$ cat config.mk
export PLATFORM = sky130hd
export DESIGN_NAME = csp_clock_ctrl
export DESIGN_NICKNAME = d
export VERILOG_FILES = /design/src/csp_pkg.sv /design/src/csp_clock_ctrl.sv /design/src/csp_new_clk_count.sv /design/src/csp_unlock.sv
export SDC_FILE = /design/constraint.sdc
export NUM_CORES = 1
export LEC_CHECK = 0
export ABC_AREA = 1
export ABC_CLOCK_PERIOD_IN_PS = 1430
export BUFFER_PORTS_ARGS = -buffer_cell sky130_fd_sc_hd__buf_2
export CORE_UTILIZATION = 50
export DETAILED_ROUTE_END_ITERATION = 10
export GPL_ROUTABILITY_DRIVEN = 0
export PLACE_DENSITY_LB_ADDON = 0.12
export SLEW_MARGIN = 20
export SYNTH_ARGS = -nofsm -noshare
export SYNTH_HDL_FRONTEND = slang
export SYNTH_SLANG_ARGS = --single-unit
export TNS_END_PERCENT = 5
$ cat constraint.sdc
create_clock -name core_clk -period 1.43 [get_ports core_clk]
set_input_delay 0.429 -clock core_clk [delete_from_list [all_inputs] [get_ports core_clk]]
set_output_delay 0.429 -clock core_clk [all_outputs]
set_load 0.01 [all_outputs]
$ cat src/csp_pkg.sv
package csp_pkg;

   // Oscillator source codes held in the source fields
   localparam logic [2:0] SRC_FRC      = 3'h0;
   localparam logic [2:0] SRC_FRC_PLL  = 3'h1;
   localparam logic [2:0] SRC_PRI      = 3'h2;
   localparam logic [2:0] SRC_PRI_PLL  = 3'h3;
   localparam logic [2:0] SRC_LPXTAL   = 3'h4;
   localparam logic [2:0] SRC_LOW_POWER_RC_OSC     = 3'h5;

   // Register offsets on the plain register port
   localparam logic [3:0] REG_OSC_CTRL = 4'h0;
   localparam logic [3:0] REG_OSC_KEY  = 4'h1;
   localparam logic [3:0] REG_PWR_STAT = 4'h2;

   // Control register field positions
   localparam int SWREQ_BIT  = 0;
   localparam int FAIL_BIT   = 3;
   localparam int LOCK_BIT   = 5;
   localparam int NEXT_LSB   = 8;
   localparam int CUR_LSB    = 12;

   // Unlock key pairs, upper and lower byte
   localparam logic [15:0] KEY_HI_1 = 16'h0078;
   localparam logic [15:0] KEY_HI_2 = 16'h009a;
   localparam logic [15:0] KEY_LO_1 = 16'h0046;
   localparam logic [15:0] KEY_LO_2 = 16'h0057;

   // Power-save instruction operands
   localparam logic [1:0] PSAVE_SLEEP = 2'h0;
   localparam logic [1:0] PSAVE_IDLE  = 2'h1;

   // Handover and wake timing
   localparam logic [3:0] HANDOVER_CYCLES = 4'ha;
   localparam logic [2:0] WAKE_CYCLES     = 3'h3;

   typedef struct packed {
      logic       pri_on;
      logic       frc_on;
      logic       lpxtal_on;
      logic       low_power_rc_osc_on;
      logic       pll_on;
   } csp_osc_en_s;

   typedef struct packed {
      logic       pri_ready;
      logic       lpxtal_ready;
      logic       pll_lock;
      logic       osc_fail;
   } csp_osc_stat_s;

   typedef enum logic [1:0] {
      CSP_LOCKED,
      CSP_KEY1,
      CSP_OPEN
   } csp_key_e;

   function automatic logic csp_uses_pll(input logic [2:0] src);
      return (src == SRC_FRC_PLL) || (src == SRC_PRI_PLL);
   endfunction

   function automatic logic csp_is_crystal(input logic [2:0] src);
      return (src == SRC_PRI) || (src == SRC_PRI_PLL) || (src == SRC_LPXTAL);
   endfunction

endpackage

$ cat src/csp_clock_ctrl.sv
// The placing of the registers and the strobed register port were chosen for this implementation.
`timescale 1ns/1ps
module csp_clock_ctrl
   import csp_pkg::*;
(
   input  wire logic          core_clk,
   input  wire logic          resetn,
   input  wire logic [3:0]    reg_addr,
   input  wire logic [15:0]   reg_wdata,
   input  wire logic          reg_wr,
   input  wire logic          reg_rd,
   output logic [15:0]        reg_rdata,
   input  wire logic          switch_monitor_config,
   input  wire logic [2:0]    initial_source_config,
   input  wire logic [1:0]    primary_submode_config,
   input  wire logic          low_power_crystal_keep,
   input  wire logic          watchdog_enable,
   input  wire csp_osc_stat_s osc_stat,
   input  wire logic          new_clk_tick,
   input  wire logic          psave_exec,
   input  wire logic [1:0]    psave_operand,
   input  wire logic          irq_pending,
   input  wire logic          wdt_timeout,
   output csp_osc_en_s        osc_en,
   output logic [2:0]         sys_src_sel,
   output logic [1:0]         primary_submode,
   output logic               fail_trap,
   output logic               watchdog_clear,
   output logic               cpu_clk_en,
   output logic               periph_clk_en,
   output logic               sys_clk_en
);

   ////////////////////////////////////////////////////////////////////////////
   // Stat synchronisers and basic state

   csp_osc_stat_s stat_s1;
   csp_osc_stat_s stat;
   logic          tick_s1;
   logic          tick_s2;
   logic          tick_s3;
   logic          new_tick;
   logic          sw_enabled;
   logic [2:0]    current_source_status;
   logic [2:0]    next_source_select;
   logic          switch_request;
   logic          clock_fail_flag;
   logic          lock_flag;
   logic          hi_open;
   logic          lo_open;
   logic          wr_ctrl;
   logic          wr_key;
   logic          switching;
   logic          count_start;
   logic          count_done;
   logic          src_ready;
   logic          in_sleep;
   logic          in_idle;
   logic          entering;
   logic          entry_mode;
   logic          held_irq;
   logic          wake_event;
   logic [2:0]    wake_cnt;
   logic          fail_seen;
   logic          armed;

   always_ff @(posedge core_clk) begin
      if (!resetn) begin
         stat_s1 <= '0;
         stat    <= '0;
         tick_s1 <= 1'b0;
         tick_s2 <= 1'b0;
         tick_s3 <= 1'b0;
      end else begin
         stat_s1 <= osc_stat;
         stat    <= stat_s1;
         tick_s1 <= new_clk_tick;
         tick_s2 <= tick_s1;
         tick_s3 <= tick_s2;
      end
   end

   assign new_tick   = tick_s2 && !tick_s3;
   assign sw_enabled = !switch_monitor_config;
   assign primary_submode = primary_submode_config;
   assign wr_ctrl    = reg_wr && (reg_addr == REG_OSC_CTRL);
   assign wr_key     = reg_wr && (reg_addr == REG_OSC_KEY);

   ////////////////////////////////////////////////////////////////////////////
   // Unlock sequences for the two control bytes

   csp_unlock u_hi (
      .core_clk   (core_clk),
      .resetn     (resetn),
      .key_wr     (wr_key),
      .key_data   (reg_wdata),
      .consume    (wr_ctrl),
      .key_first  (KEY_HI_1),
      .key_second (KEY_HI_2),
      .open       (hi_open)
   );

   csp_unlock u_lo (
      .core_clk   (core_clk),
      .resetn     (resetn),
      .key_wr     (wr_key),
      .key_data   (reg_wdata),
      .consume    (wr_ctrl),
      .key_first  (KEY_LO_1),
      .key_second (KEY_LO_2),
      .open       (lo_open)
   );

   ////////////////////////////////////////////////////////////////////////////
   // Switch sequence

   assign src_ready = csp_uses_pll(next_source_select) ? stat.pll_lock :
                      (next_source_select == SRC_LPXTAL) ? stat.lpxtal_ready :
                      csp_is_crystal(next_source_select) ? stat.pri_ready : 1'b1;

   csp_new_clk_count u_cnt (
      .core_clk     (core_clk),
      .resetn       (resetn),
      .start        (count_start),
      .new_clk_tick (new_tick),
      .done         (count_done)
   );

   always_ff @(posedge core_clk) begin
      if (!resetn) begin
         next_source_select <= SRC_FRC;
      end else if (wr_ctrl && hi_open && sw_enabled) begin
         next_source_select <= reg_wdata[NEXT_LSB +: 3];
      end
   end

   always_ff @(posedge core_clk) begin
      if (!resetn) begin
         switch_request <= 1'b0;
         switching      <= 1'b0;
         count_start    <= 1'b0;
      end else begin
         count_start <= 1'b0;
         if (!sw_enabled) begin
            switch_request <= 1'b0;
            switching      <= 1'b0;
         end else if (switching) begin
            if (fail_seen) begin
               switching      <= 1'b0;
               switch_request <= 1'b0;
            end else if (count_done) begin
               switching      <= 1'b0;
               switch_request <= 1'b0;
            end else if (src_ready && !armed) begin
               count_start <= 1'b1;
            end
         end else if (switch_request) begin
            if (current_source_status == next_source_select) begin
               switch_request <= 1'b0;
            end else begin
               switching <= 1'b1;
            end
         end else if (wr_ctrl && lo_open && reg_wdata[SWREQ_BIT]) begin
            switch_request <= 1'b1;
         end
      end
   end

   // Start handover count once the new source reports ready
   always_ff @(posedge core_clk) begin
      if (!resetn) begin
         armed <= 1'b0;
      end else if (!switching) begin
         armed <= 1'b0;
      end else if (src_ready && !armed) begin
         armed <= 1'b1;
      end
   end
   assign fail_seen = stat.osc_fail && sw_enabled && !in_sleep;

   always_ff @(posedge core_clk) begin
      if (!resetn) begin
         current_source_status <= SRC_FRC;
      end else if (!sw_enabled) begin
         current_source_status <= initial_source_config;
      end else if (fail_seen) begin
         current_source_status <= csp_uses_pll(current_source_status) ?
                                  SRC_FRC_PLL : SRC_FRC;
      end else if (switching && count_done) begin
         current_source_status <= next_source_select;
      end
   end

   always_ff @(posedge core_clk) begin
      if (!resetn) begin
         lock_flag       <= 1'b0;
         clock_fail_flag <= 1'b0;
         fail_trap       <= 1'b0;
      end else begin
         fail_trap <= fail_seen && !clock_fail_flag;
         if (fail_seen) begin
            clock_fail_flag <= 1'b1;
         end else if (switch_request && !switching &&
                      current_source_status != next_source_select) begin
            clock_fail_flag <= 1'b0;
         end
         if (switch_request && !switching &&
             current_source_status != next_source_select) begin
            lock_flag <= 1'b0;
         end else begin
            lock_flag <= stat.pll_lock;
         end
      end
   end

   ////////////////////////////////////////////////////////////////////////////
   // Power-save entry, wake and clock gating

   always_ff @(posedge core_clk) begin
      if (!resetn) begin
         entering   <= 1'b0;
         entry_mode <= 1'b0;
         held_irq   <= 1'b0;
      end else if (psave_exec && !in_sleep && !in_idle) begin
         entering   <= 1'b1;
         entry_mode <= (psave_operand == PSAVE_IDLE);
         held_irq   <= irq_pending;
      end else begin
         entering <= 1'b0;
         if (!entering) begin
            held_irq <= 1'b0;
         end
      end
   end

   assign wake_event = irq_pending || held_irq || wdt_timeout;

   always_ff @(posedge core_clk) begin
      if (!resetn) begin
         in_sleep <= 1'b0;
         in_idle  <= 1'b0;
      end else if (entering) begin
         in_sleep <= !entry_mode;
         in_idle  <= entry_mode;
      end else if (wake_event) begin
         in_sleep <= 1'b0;
         in_idle  <= 1'b0;
      end
   end

   always_ff @(posedge core_clk) begin
      if (!resetn) begin
         wake_cnt <= 3'h0;
      end else if (in_idle && wake_event && !entering) begin
         wake_cnt <= WAKE_CYCLES;
      end else if (wake_cnt != 3'h0) begin
         wake_cnt <= wake_cnt - 3'h1;
      end
   end

   always_ff @(posedge core_clk) begin
      if (!resetn) begin
         watchdog_clear <= 1'b0;
      end else begin
         watchdog_clear <= psave_exec && !in_sleep && !in_idle && watchdog_enable;
      end
   end

   assign cpu_clk_en    = !in_sleep && !in_idle && (wake_cnt == 3'h0) && !entering;
   assign periph_clk_en = !in_sleep;
   assign sys_clk_en    = !in_sleep;
   assign sys_src_sel   = current_source_status;

   ////////////////////////////////////////////////////////////////////////////
   // Oscillator enables

   function automatic logic src_active(input logic [2:0] s, input logic [2:0] a,
                                       input logic [2:0] b);
      return (s == a) || (s == b);
   endfunction

   always_comb begin
      osc_en.pri_on    = !in_sleep &&
                         (src_active(current_source_status, SRC_PRI, SRC_PRI_PLL) ||
                          (switching && csp_is_crystal(next_source_select) &&
                           next_source_select != SRC_LPXTAL));
      osc_en.frc_on    = !in_sleep &&
                         (src_active(current_source_status, SRC_FRC, SRC_FRC_PLL) ||
                          (switching && src_active(next_source_select, SRC_FRC,
                                                   SRC_FRC_PLL)));
      osc_en.lpxtal_on = (current_source_status == SRC_LPXTAL && !in_sleep) ||
                         (switching && next_source_select == SRC_LPXTAL) ||
                         low_power_crystal_keep;
      osc_en.low_power_rc_osc_on   = (current_source_status == SRC_LOW_POWER_RC_OSC && !in_sleep) ||
                         (switching && next_source_select == SRC_LOW_POWER_RC_OSC) ||
                         watchdog_enable ||
                         (sw_enabled && !in_sleep);
      osc_en.pll_on    = !in_sleep && (csp_uses_pll(current_source_status) ||
                         (switching && csp_uses_pll(next_source_select)));
   end

   ////////////////////////////////////////////////////////////////////////////
   // Register read port

   always_ff @(posedge core_clk) begin
      if (!resetn) begin
         reg_rdata <= 16'h0000;
      end else if (reg_rd) begin
         case (reg_addr)
            REG_OSC_CTRL: begin
               reg_rdata                     <= 16'h0000;
               reg_rdata[CUR_LSB +: 3]       <= current_source_status;
               reg_rdata[NEXT_LSB +: 3]      <= next_source_select;
               reg_rdata[LOCK_BIT]           <= lock_flag;
               reg_rdata[FAIL_BIT]           <= clock_fail_flag;
               reg_rdata[SWREQ_BIT]          <= switch_request && sw_enabled;
            end
            REG_PWR_STAT: reg_rdata <= {13'h0000, switching, in_idle, in_sleep};
            default:      reg_rdata <= 16'h0000;
         endcase
      end
   end

endmodule

$ cat src/csp_new_clk_count.sv
`timescale 1ns/1ps
module csp_new_clk_count
   import csp_pkg::*;
(
   input  wire logic core_clk,
   input  wire logic resetn,
   input  wire logic start,
   input  wire logic new_clk_tick,
   output logic      done
);

   logic [3:0] count;
   logic       run;

   // Counts edges of the incoming source, already synchronised
   always_ff @(posedge core_clk) begin
      if (!resetn) begin
         count <= 4'h0;
         run   <= 1'b0;
      end else if (start) begin
         count <= 4'h0;
         run   <= 1'b1;
      end else if (run && new_clk_tick) begin
         count <= count + 4'h1;
         if (count == HANDOVER_CYCLES - 4'h1) begin
            run <= 1'b0;
         end
      end
   end

   assign done = run && new_clk_tick && (count == HANDOVER_CYCLES - 4'h1);

endmodule

$ cat src/csp_unlock.sv
`timescale 1ns/1ps
module csp_unlock
   import csp_pkg::*;
(
   input  wire logic        core_clk,
   input  wire logic        resetn,
   input  wire logic        key_wr,
   input  wire logic [15:0] key_data,
   input  wire logic        consume,
   input  wire logic [15:0] key_first,
   input  wire logic [15:0] key_second,
   output logic             open
);

   csp_key_e state;

   always_ff @(posedge core_clk) begin
      if (!resetn) begin
         state <= CSP_LOCKED;
      end else if (consume) begin
         state <= CSP_LOCKED;
      end else if (key_wr) begin
         case (state)
            CSP_LOCKED: state <= (key_data == key_first) ? CSP_KEY1 : CSP_LOCKED;
            CSP_KEY1:   state <= (key_data == key_second) ? CSP_OPEN : CSP_LOCKED;
            default:    state <= CSP_LOCKED;
         endcase
      end
   end

   assign open = (state == CSP_OPEN);

endmodule

== After elaboration in Yosys (flattened, before gate mapping) ==
Cells that the tools add are included.
Word-level totals
  input port bits: 42
  flip-flop bits (word level): 58
  word-level logic and storage cells: 186
Operators by class
  equal/unequal tests: 27
  add/sub/neg operators: 2
  reduce and logical (&&, ||, !) cells: 84
  multiplexer cells: 38
  bitwise operators: 2
Operator list (number)
  $eq 16x7->1 const B: 3
  $logic_and 1x1->1: 37
  $pmux 15 s2: 1
  $mux 1: 28
  $logic_or 1x1->1: 17
  $eq 16x8->1 const B: 1
  $eq 3x2->1 const B: 4
  $eq 3x3->1 const B: 4
  $reduce_bool 2->1: 5
  $reduce_or 2->1: 5
  $logic_not 1->1: 9
  $logic_not 3->1: 3
  $mux 3: 3
  $mux 2: 4
  $pmux 2 s2: 2
  $eq 2x1->1 const B: 3
  $eq 3x1->1 const B: 2
  $reduce_bool 3->1: 2
  $reduce_or 5->1: 1
  $add 4x1->4 const B: 1
  $eq 2x2->1 const B: 2
  $eq 4x1->1 const B: 1
  $eq 4x2->1 const B: 1
  $eq 4x4->1 const B: 1
  other kinds (10): 13

== Depth between registers and ports, before layout ==
Gate-level depths: netlist of the first run.
  depth after elaboration: 8
  gate-level depth with buffers: 9
  mapped depth without buffers: 9

== Modules after synthesis ==
From an unflattened synthesis of the first run, not the netlist that was laid out.
Second synthesis, totals
  cell total of the unflattened synthesis: 573
  area total of the unflattened synthesis: 3537.1 um2
By module, submodules not included
  csp_clock_ctrl: seq. area each 880.8 um2, times used 1, area an instance 2055.7 um2, cells each 283
  csp_unlock: seq. area each 40.0 um2, times used 2, area an instance 610.6 um2, cells each 127
  csp_new_clk_count: seq. area each 100.1 um2, times used 1, area an instance 260.2 um2, cells each 36

== Worst setup path after synthesis of the first run ==
OpenSTA, ideal clock, no wires.
  path kind: register to output
  from: reg current_source_status[2], in the netlist sys_src_sel[2]
  to: out osc_en[2] (netlist name)
  path slack: -0.046 ns
  data arrival time: 1.047 ns
  required time: 1.001 ns
  cell stages (with the launch flop): 3
  cell sequence: dfxtp_1 -> inv_1 -> o41ai_1
RTL lines
  start: declaration: RTL line csp_clock_ctrl.sv:44  | logic [2:0] current_source_status;
  start signal: assignment: RTL line csp_clock_ctrl.sv:185  | current_source_status <= initial_source_config;
  start signal: assignment: RTL line csp_clock_ctrl.sv:187  | current_source_status <= csp_uses_pll(current_source_status) ?
  start signal: assignment: RTL line csp_clock_ctrl.sv:190  | current_source_status <= next_source_select;
  end: declaration: RTL line csp_clock_ctrl.sv:24  | output csp_osc_en_s osc_en,

== Worst setup path in the final report of the first run ==
  from: reg wake_cnt[1]
  to: out cpu_clk_en
Between the ends
  word-level cells in the longest chain between the ends: 3
RTL lines
  start: declaration: RTL line csp_clock_ctrl.sv:63  | logic [2:0] wake_cnt;
  start signal: assignment: RTL line csp_clock_ctrl.sv:257  | wake_cnt <= wake_cnt - 3'h1;
  $logic_not 3->1: RTL line csp_clock_ctrl.sv:269  | assign cpu_clk_en = !in_sleep && !in_idle && (wake_cnt == 3'h0) && !entering;
  $logic_and 1x1->1 (2 in series): RTL line csp_clock_ctrl.sv:269
  end: declaration: RTL line csp_clock_ctrl.sv:29  | output logic cpu_clk_en,
No other way between the ends.

==> flow_metrics.py, run 1 <==
metrics = {
    "logic_synthesis": {
        "synth_area_mm2": 0.00258,
        "netlist_instances": 376,
        "synth_area_leaders": "dfxtp_1 (41%), nand2_1 (13%), inv_1 (7.6%)",
        "synth-seq-cells": 53,
        "yosys_warnings": 0,
        "ys.flop_type": "dfxtp_1",
        "synth.most_common_cell": "nand2_1",
        "synth_top_area_cell": "dfxtp_1",
        "synthArstFlopShare_pct": 0,
        "ys_top_cells_by_count": "nand2_1 (87), dfxtp_1 (53), inv_1 (52)",
        "ys_seq_area_share_pct": 41.2,
        "synth-edff-count": 0,
        "synth_area_per_cell_um2": 6.85,
        "yosysTopAreaCellShare_pct": 41.2,
        "yosysUniqueCellTypes": 34,
    },
    "cells_and_area": {
        "n_antenna_cell": 0,
        "nets": 495,
        "num-fill-cells": 440,
        "drive_gt1_share_pct": 28.9,
        "finalNonFillerCells": 517,
        "area_growth_pct": 25.1,
        "utilization_pct": 66.5,
    },
    "clock_tree": {
        "cts.sinks": 53,
        "cts_tree": "done",
        "clk_latency_ps": 310,
        "numCtsBuffers": 5,
        "cts_htree_levels": 2,
        "clkTransAtPathRegs_ps": 100,
        "root_buffer": "clkbuf_8",
        "cts_buffer_depth": 2,
        "holdBufCountCts": 0,
    },
    "floorplan": {
        "core_mm2": 0.00485,
        "core.rowCount": 25,
        "die_h_um": 73.8,
        "start_util_pct": 53.2,
        "die-width_um": 73.8,
        "die_area_mm2": 0.00545,
        "io_pins": 73,
    },
    "power_and_ir_drop": {
        "power_density_mw_per_mm2": 1000,
        "p_clk_share_pct": 26.8,
        "p_int_w": 0.00228,
        "cellLeakagePower_nw": 1.56,
        "vdd_drop_max_uv": 764,
        "seqPwrFrac_pct": 49.9,
        "combPwrFrac_pct": 23.3,
        "p_sw_w": 0.000953,
        "switching_share_pct": 29.5,
    },
    "drt": {
        "final_antenna_net_count": 0,
        "drc_errors": 0,
        "wl_um": 5770,
        "num_vias": 2434,
        "vias_per_cell": 4.71,
        "drtIter0Drc": 130,
        "wire_per_inst_um": 11.2,
        "drtPass1Iterations": 4,
    },
    "grt": {
        "grt_pass1_vias": 2254,
        "overflow": 0,
        "grt_pass1_wl_um": 9560,
        "grt_max_degree": 34,
        "antenna_found_initial": 0,
        "grt_usage_pct": 23.1,
    },
    "placed_design": {
        "placedCellCount": 508,
        "place_ws_ps": 34.0,
        "portBuffers": 63,
        "dp_hpwl_um": 4370,
    },
    "setup_path": {
        "worstPathRequired_ps": 1000,
        "crit_type": "reg2out",
        "path_max_fanout": 2,
        "r2r-end": "sys_src_sel[2]$_SDFFE_PN0P_",
        "end_kind": "output pin",
        "worst-r2r-cell-count": 9,
        "cp-start-kind": "flop",
        "r2r-start": "u_cnt.count[1]$_SDFFE_PP0P_",
        "rrSetupSlack_ps": 160,
        "startpoint": "wake_cnt[1]$_SDFFE_PN0P_",
        "arrival_ps": 1260,
    },
    "sta": {
        "drv_slew": 0,
        "finalHoldViolations": 0,
        "worst_slack_ps": -262,
        "min_period_ps": 1690,
        "rsz0062_at_grt": "true",
        "setup_viol": 8,
        "finalCritPeriodShare_pct": 118,
        "final.setup_skew_ps": 3.52,
        "fin_setup_tns_ps": -1140,
        "fmax_ghz": 0.591,
    },
    "flow_run": {
        "cap_violations": 0,
    },
    "min_path": {
        "hp-class": "in2reg",
        "holdCritStartpoint": "osc_stat[1]",
        "holdPathEnd": "stat_s1[1]$_SDFF_PN0_",
        "hold_depth": 3,
    },
    "run_status": {
        "run_status": "complete, but fails checks",
        "violations": "negative setup slack",
    },
}
-- flip-flops by register name, summed over array words and instances (netlist names), 2 cells and up --
register            cells
stat                    4
stat_s1                 4
u_hi.state              2
next_source_select      3
wake_cnt                3
u_cnt.count             4
sys_src_sel             3
u_lo.state              2
reg_rdata              11
-- worst max-delay path by stage --
stage                  to  cells after the start
6_report       cpu_clk_en                      5
4_1_cts        cpu_clk_en                      5
2_1_floorplan  cpu_clk_en                      4
3_5_place_dp    osc_en[1]                      5
5_1_grt        cpu_clk_en                      5
3_3_place_gp    osc_en[1]                      5
-- through the flow --
stage	hold slack, ps	total power [W]	cell area (um2)
floorplan	390	0.00202	2600
global placement	393	0.00224	3030
detailed placement	400	0.00226	3030
CTS	282	0.00314	3140
global route	288	0.00342	3220
finish	292	0.00323	3220
-- power groups by stage --
stage | sequential [W] | clock [W] | combinational (W)
after global routing | 0.00162 | 0.000933 | 0.000862
after detailed placement | 0.00164 | 0 | 0.000620
after floorplan | 0.00164 | 0 | 0.000380
after global placement | 0.00164 | 0 | 0.000604
after CTS | 0.00161 | 0.000891 | 0.000639
final | 0.00161 | 0.000865 | 0.000753
-- cell type report --
type                    count  area [um2]  share of cell area [%]
well taps                  67        83.8                    2.60
repair buffers             81         495                    15.4
flip-flops and latches     53        1080                    33.5
clock buffers               5        68.8                    2.13
clock inverters             3        21.3                   0.660
multi-input cells         250        1250                    38.7
inverters                  58         225                    6.98
-- layout by cell type (no fill, tap or decap), types with 2 or more instances in the layout --
cell / Yosys / final
buf_6: 2 / 4
conb_1: 1 / 5
inv_1: 52 / 48
nor2_4: 3 / 3
buf_2: 4 / 61
nand2_2: 2 / 4
a21oi_2: 1 / 2
nand2_4: 1 / 2
o21ai_1: 6 / 6
nand4_1: 4 / 4
a21oi_1: 29 / 28
inv_2: 5 / 7
nand3_1: 26 / 26
ha_1: 4 / 3
o21ai_0: 14 / 14
nor2_2: 3 / 5
nor3b_1: 2 / 2
dfxtp_1: 53 / 43
nor3_1: 4 / 4
nand3b_1: 2 / 2
buf_12: 0 / 2
buf_4: 9 / 14
clkbuf_8: 0 / 5
dfxtp_2: 0 / 7
nor2_1: 48 / 46
dfxtp_4: 0 / 3
inv_4: 1 / 3
xnor2_1: 2 / 2
nand2_1: 87 / 84
-- cells by family (layout without fill, tap and decap cells) --
| logic type | Yosys count | after routing | share of synthesized area (%) |
|---|---|---|---|
| simple gates | 186 | 186 | 31.8 |
| xor+xnor | 3 | 3 | 1.02 |
| compound gates | 52 | 52 | 10.5 |
| flops | 53 | 53 | 41.2 |
| fa+ha+maj | 4 | 4 | 1.94 |
| buf+inv | 77 | 147 | 13.4 |
| other cells | 1 | 5 | 0.145 |
-- what timing repair did --
action,in CTS,in global routing
endpoints found under the setup margin,9,12
endpoints found under the hold margin,0,0
gates resized for setup,15,20
pin swaps,0,4
setup buffers,0,1
-- critical path, cell delays in order (launching register included) --
cell and delay, ps:
dfxtp_2 330, inv_2 70, ha_4 140, nand2_4 60, nor4_4 190, buf_2 160
-- routing by layer --
layer	wire, um	GRT usage [%]	up-vias	share of wire [%]
li1	-	-	1302	-
met1	2620	28.4	1073	45
met2	2820	39.7	50	49
met3	244	5.08	9	4.2
met4	82	7.69	0	1.4
met5	0	0	-	0
No activity file was read; power rests on OpenSTA's default activity.
==> run 2, diff against run 1 <==
CORE_UTILIZATION = 35   (was 50)
==> run 2 against run 1 <==
  * The run still ends with negative setup slack left
  * Final cell count rose by 5.8%
  * Total power rose by 1.2%
  * Critical path depth fell by 3
  * Maximum frequency rose by 2.0%
  * Count of clock-buffer cells in the layout rose by 2
  * Register-to-register slack improved by 20 ps
  * Wire length rose by 7.1%
  * Global-route usage fell by 5.7 points
  * Worst setup slack improved by 33 ps
  * Clock power rose by 21%
  * Flip-flop and latch count did not move
  * Worst hold slack improved by 7.8 ps
  * Critical path type unchanged
==> flow_metrics.py, run 2 (synthesis results as in run 1) <==
metrics = {
    "setup_path": {
        "worstPathRequired_ps": 1000,
        "arrival_ps": 1230,
        "cp_slowest_cell": "dfxtp_4",
        "r2r-end": "sys_src_sel[0]$_SDFFE_PN0P_",
        "max_stage_delay_ps": 400,
        "rrSetupSlack_ps": 180,
        "crit_chain": "o41ai_2, buf_2",
        "r2r-start": "u_cnt.count[1]$_SDFFE_PP0P_",
        "worst-r2r-cell-count": 9,
        "end_kind": "output pin",
        "cp-start-kind": "flop",
        "startpoint": "in_sleep$_SDFFE_PN0P_",
        "crit_type": "reg2out",
        "crit_family": "flip-flops",
        "worstPathBufferInverterCount": 1,
        "path_max_fanout": 6,
    },
    "clock_tree": {
        "root_buffer": "clkbuf_8",
        "cts.sinks": 53,
        "cts_tree": "done",
        "clkTransAtPathRegs_ps": 90,
        "clk_latency_ps": 300,
        "cts_buffer_depth": 2,
        "numCtsBuffers": 5,
        "cts_htree_levels": 2,
    },
    "placed_design": {
        "dpl-instance-area_mm2": 0.00305,
        "portBuffers": 63,
        "place_ws_ps": -5.25,
        "dp_hpwl_um": 4860,
    },
    "cells_and_area": {
        "largest_reg_flops": 11,
        "drive_gt1_share_pct": 28.2,
        "stdcell_area_mm2": 0.00326,
        "n_antenna_cell": 0,
        "num-fill-cells": 752,
        "final_cell_mix": "nand2_1 (86), buf_2 (61), inv_1 (48)",
        "layout_commonest_cell": "nand2_1",
        "nets": 496,
        "largest_register": "reg_rdata",
        "seq_area_mm2": 0.00108,
        "utilization_pct": 46.9,
        "multi_input_area_mm2": 0.00123,
        "area_growth_pct": 26.4,
    },
    "run_status": {
        "run_status": "complete, but fails checks",
        "violations": "negative setup slack",
    },
    "floorplan": {
        "io_pins": 73,
        "core.rowCount": 30,
        "die_area_mm2": 0.00771,
        "start_util_pct": 37.1,
        "die_h_um": 87.8,
        "core_mm2": 0.00694,
        "die-width_um": 87.8,
    },
    "grt": {
        "grt_pass1_vias": 2274,
        "grt_max_degree": 23,
        "overflow": 0,
        "grt_pass1_wl_um": 10400,
        "antenna_found_initial": 0,
        "grt_usage_pct": 17.4,
    },
    "sta": {
        "min_period_ps": 1660,
        "final.setup_skew_ps": 3.48,
        "fin_setup_tns_ps": -944,
        "rsz0062_at_grt": "true",
        "finalCritPeriodShare_pct": 116,
        "setup_viol": 8,
        "worst_slack_ps": -229,
        "finalHoldViolations": 0,
        "drv_slew": 0,
        "fmax_ghz": 0.603,
    },
    "drt": {
        "num_vias": 2442,
        "wire_per_inst_um": 11.3,
        "drtIter0Drc": 90,
        "drc_errors": 0,
        "final_antenna_net_count": 0,
        "drtPass1Iterations": 4,
        "vias_per_cell": 4.46,
        "wl_um": 6180,
    },
    "min_path": {
        "hp-class": "in2reg",
        "hold_depth": 3,
        "holdCritStartpoint": "osc_stat[3]",
        "holdPathEnd": "stat_s1[3]$_SDFF_PN0_",
    },
    "power_and_ir_drop": {
        "vdd_drop_max_uv": 471,
        "power_density_mw_per_mm2": 1000,
        "cellLeakagePower_nw": 1.57,
        "finalPower_w": 0.00327,
    },
    "flow_run": {
        "cap_violations": 0,
    },
}
[run 2: cell types whose count changed in the layout (fill, tap and decap cells not counted), moves of 2 or more]
| cell | previous run | this run |
|---|---|---|
| dfxtp_2 | 7 | 4 |
| nand2_1 | 84 | 86 |
| a21oi_2 | 2 | 4 |
| nor2_2 | 5 | 3 |
| a21oi_1 | 28 | 26 |
| buf_12 | 2 | 0 |
| dfxtp_1 | 43 | 45 |
| buf_4 | 14 | 16 |
[run 2: final cells by class]
cell class / instances / area share (%)
Clock buffer: 7 / 2.65
Clock inverter: 1 / 0.922
Inverter: 58 / 6.92
Multi-Input combinational cell: 250 / 37.8
Sequential cell: 53 / 33.2
Tap cell: 96 / 3.69
Timing Repair Buffer: 82 / 14.8
[run 2: timing repair]
action | in CTS | in global routing
endpoints found under the setup margin | 8 | 10
hold buffers | 0 | 0
pin swaps | 0 | 2
buffers inserted | 0 | 0
gates resized for setup | 21 | 11
[run 2: how the worst max path moves through the flow]
stage,endpoint,depth (start not counted)
floorplan,cpu_clk_en,4
global placement,cpu_clk_en,5
detailed placement,next_source_select[1]$_SDFFE_PN0P_,7
CTS,osc_en[2],2
global route,cpu_clk_en,5
finish,osc_en[2],2
[run 2: per-stage QoR]
step | instances | hold WS (ps)
2_1_floorplan | 380 | 390
3_3_place_gp | 539 | 393
3_5_place_dp | 539 | 401
4_1_cts | 547 | 291
5_1_grt | 547 | 285
6_report | 547 | 300
[run 2: report_power, final]
group	internal [W]	switching, W	leakage (nW)	total, W
sequential	0.00155	0.0000484	0.438	0.00160
clock	0.000571	0.000481	0.0585	0.00105
combinational	0.000283	0.000333	1.07	0.000615
[run 2: layer usage]
layer	wire [um]	GRT usage (%)	up-vias
met1	3120	23.4	1076
met2	2730	27.6	52
met5	0	0	-
met4	59	5.51	0
met3	268	4.05	9
li1	-	-	1305
[run 2: worst min-delay path: cells and delay by family]
kind,cells,cell delay (ps)
and+or+nand+nor,1,40
buffers and inverters,2,110
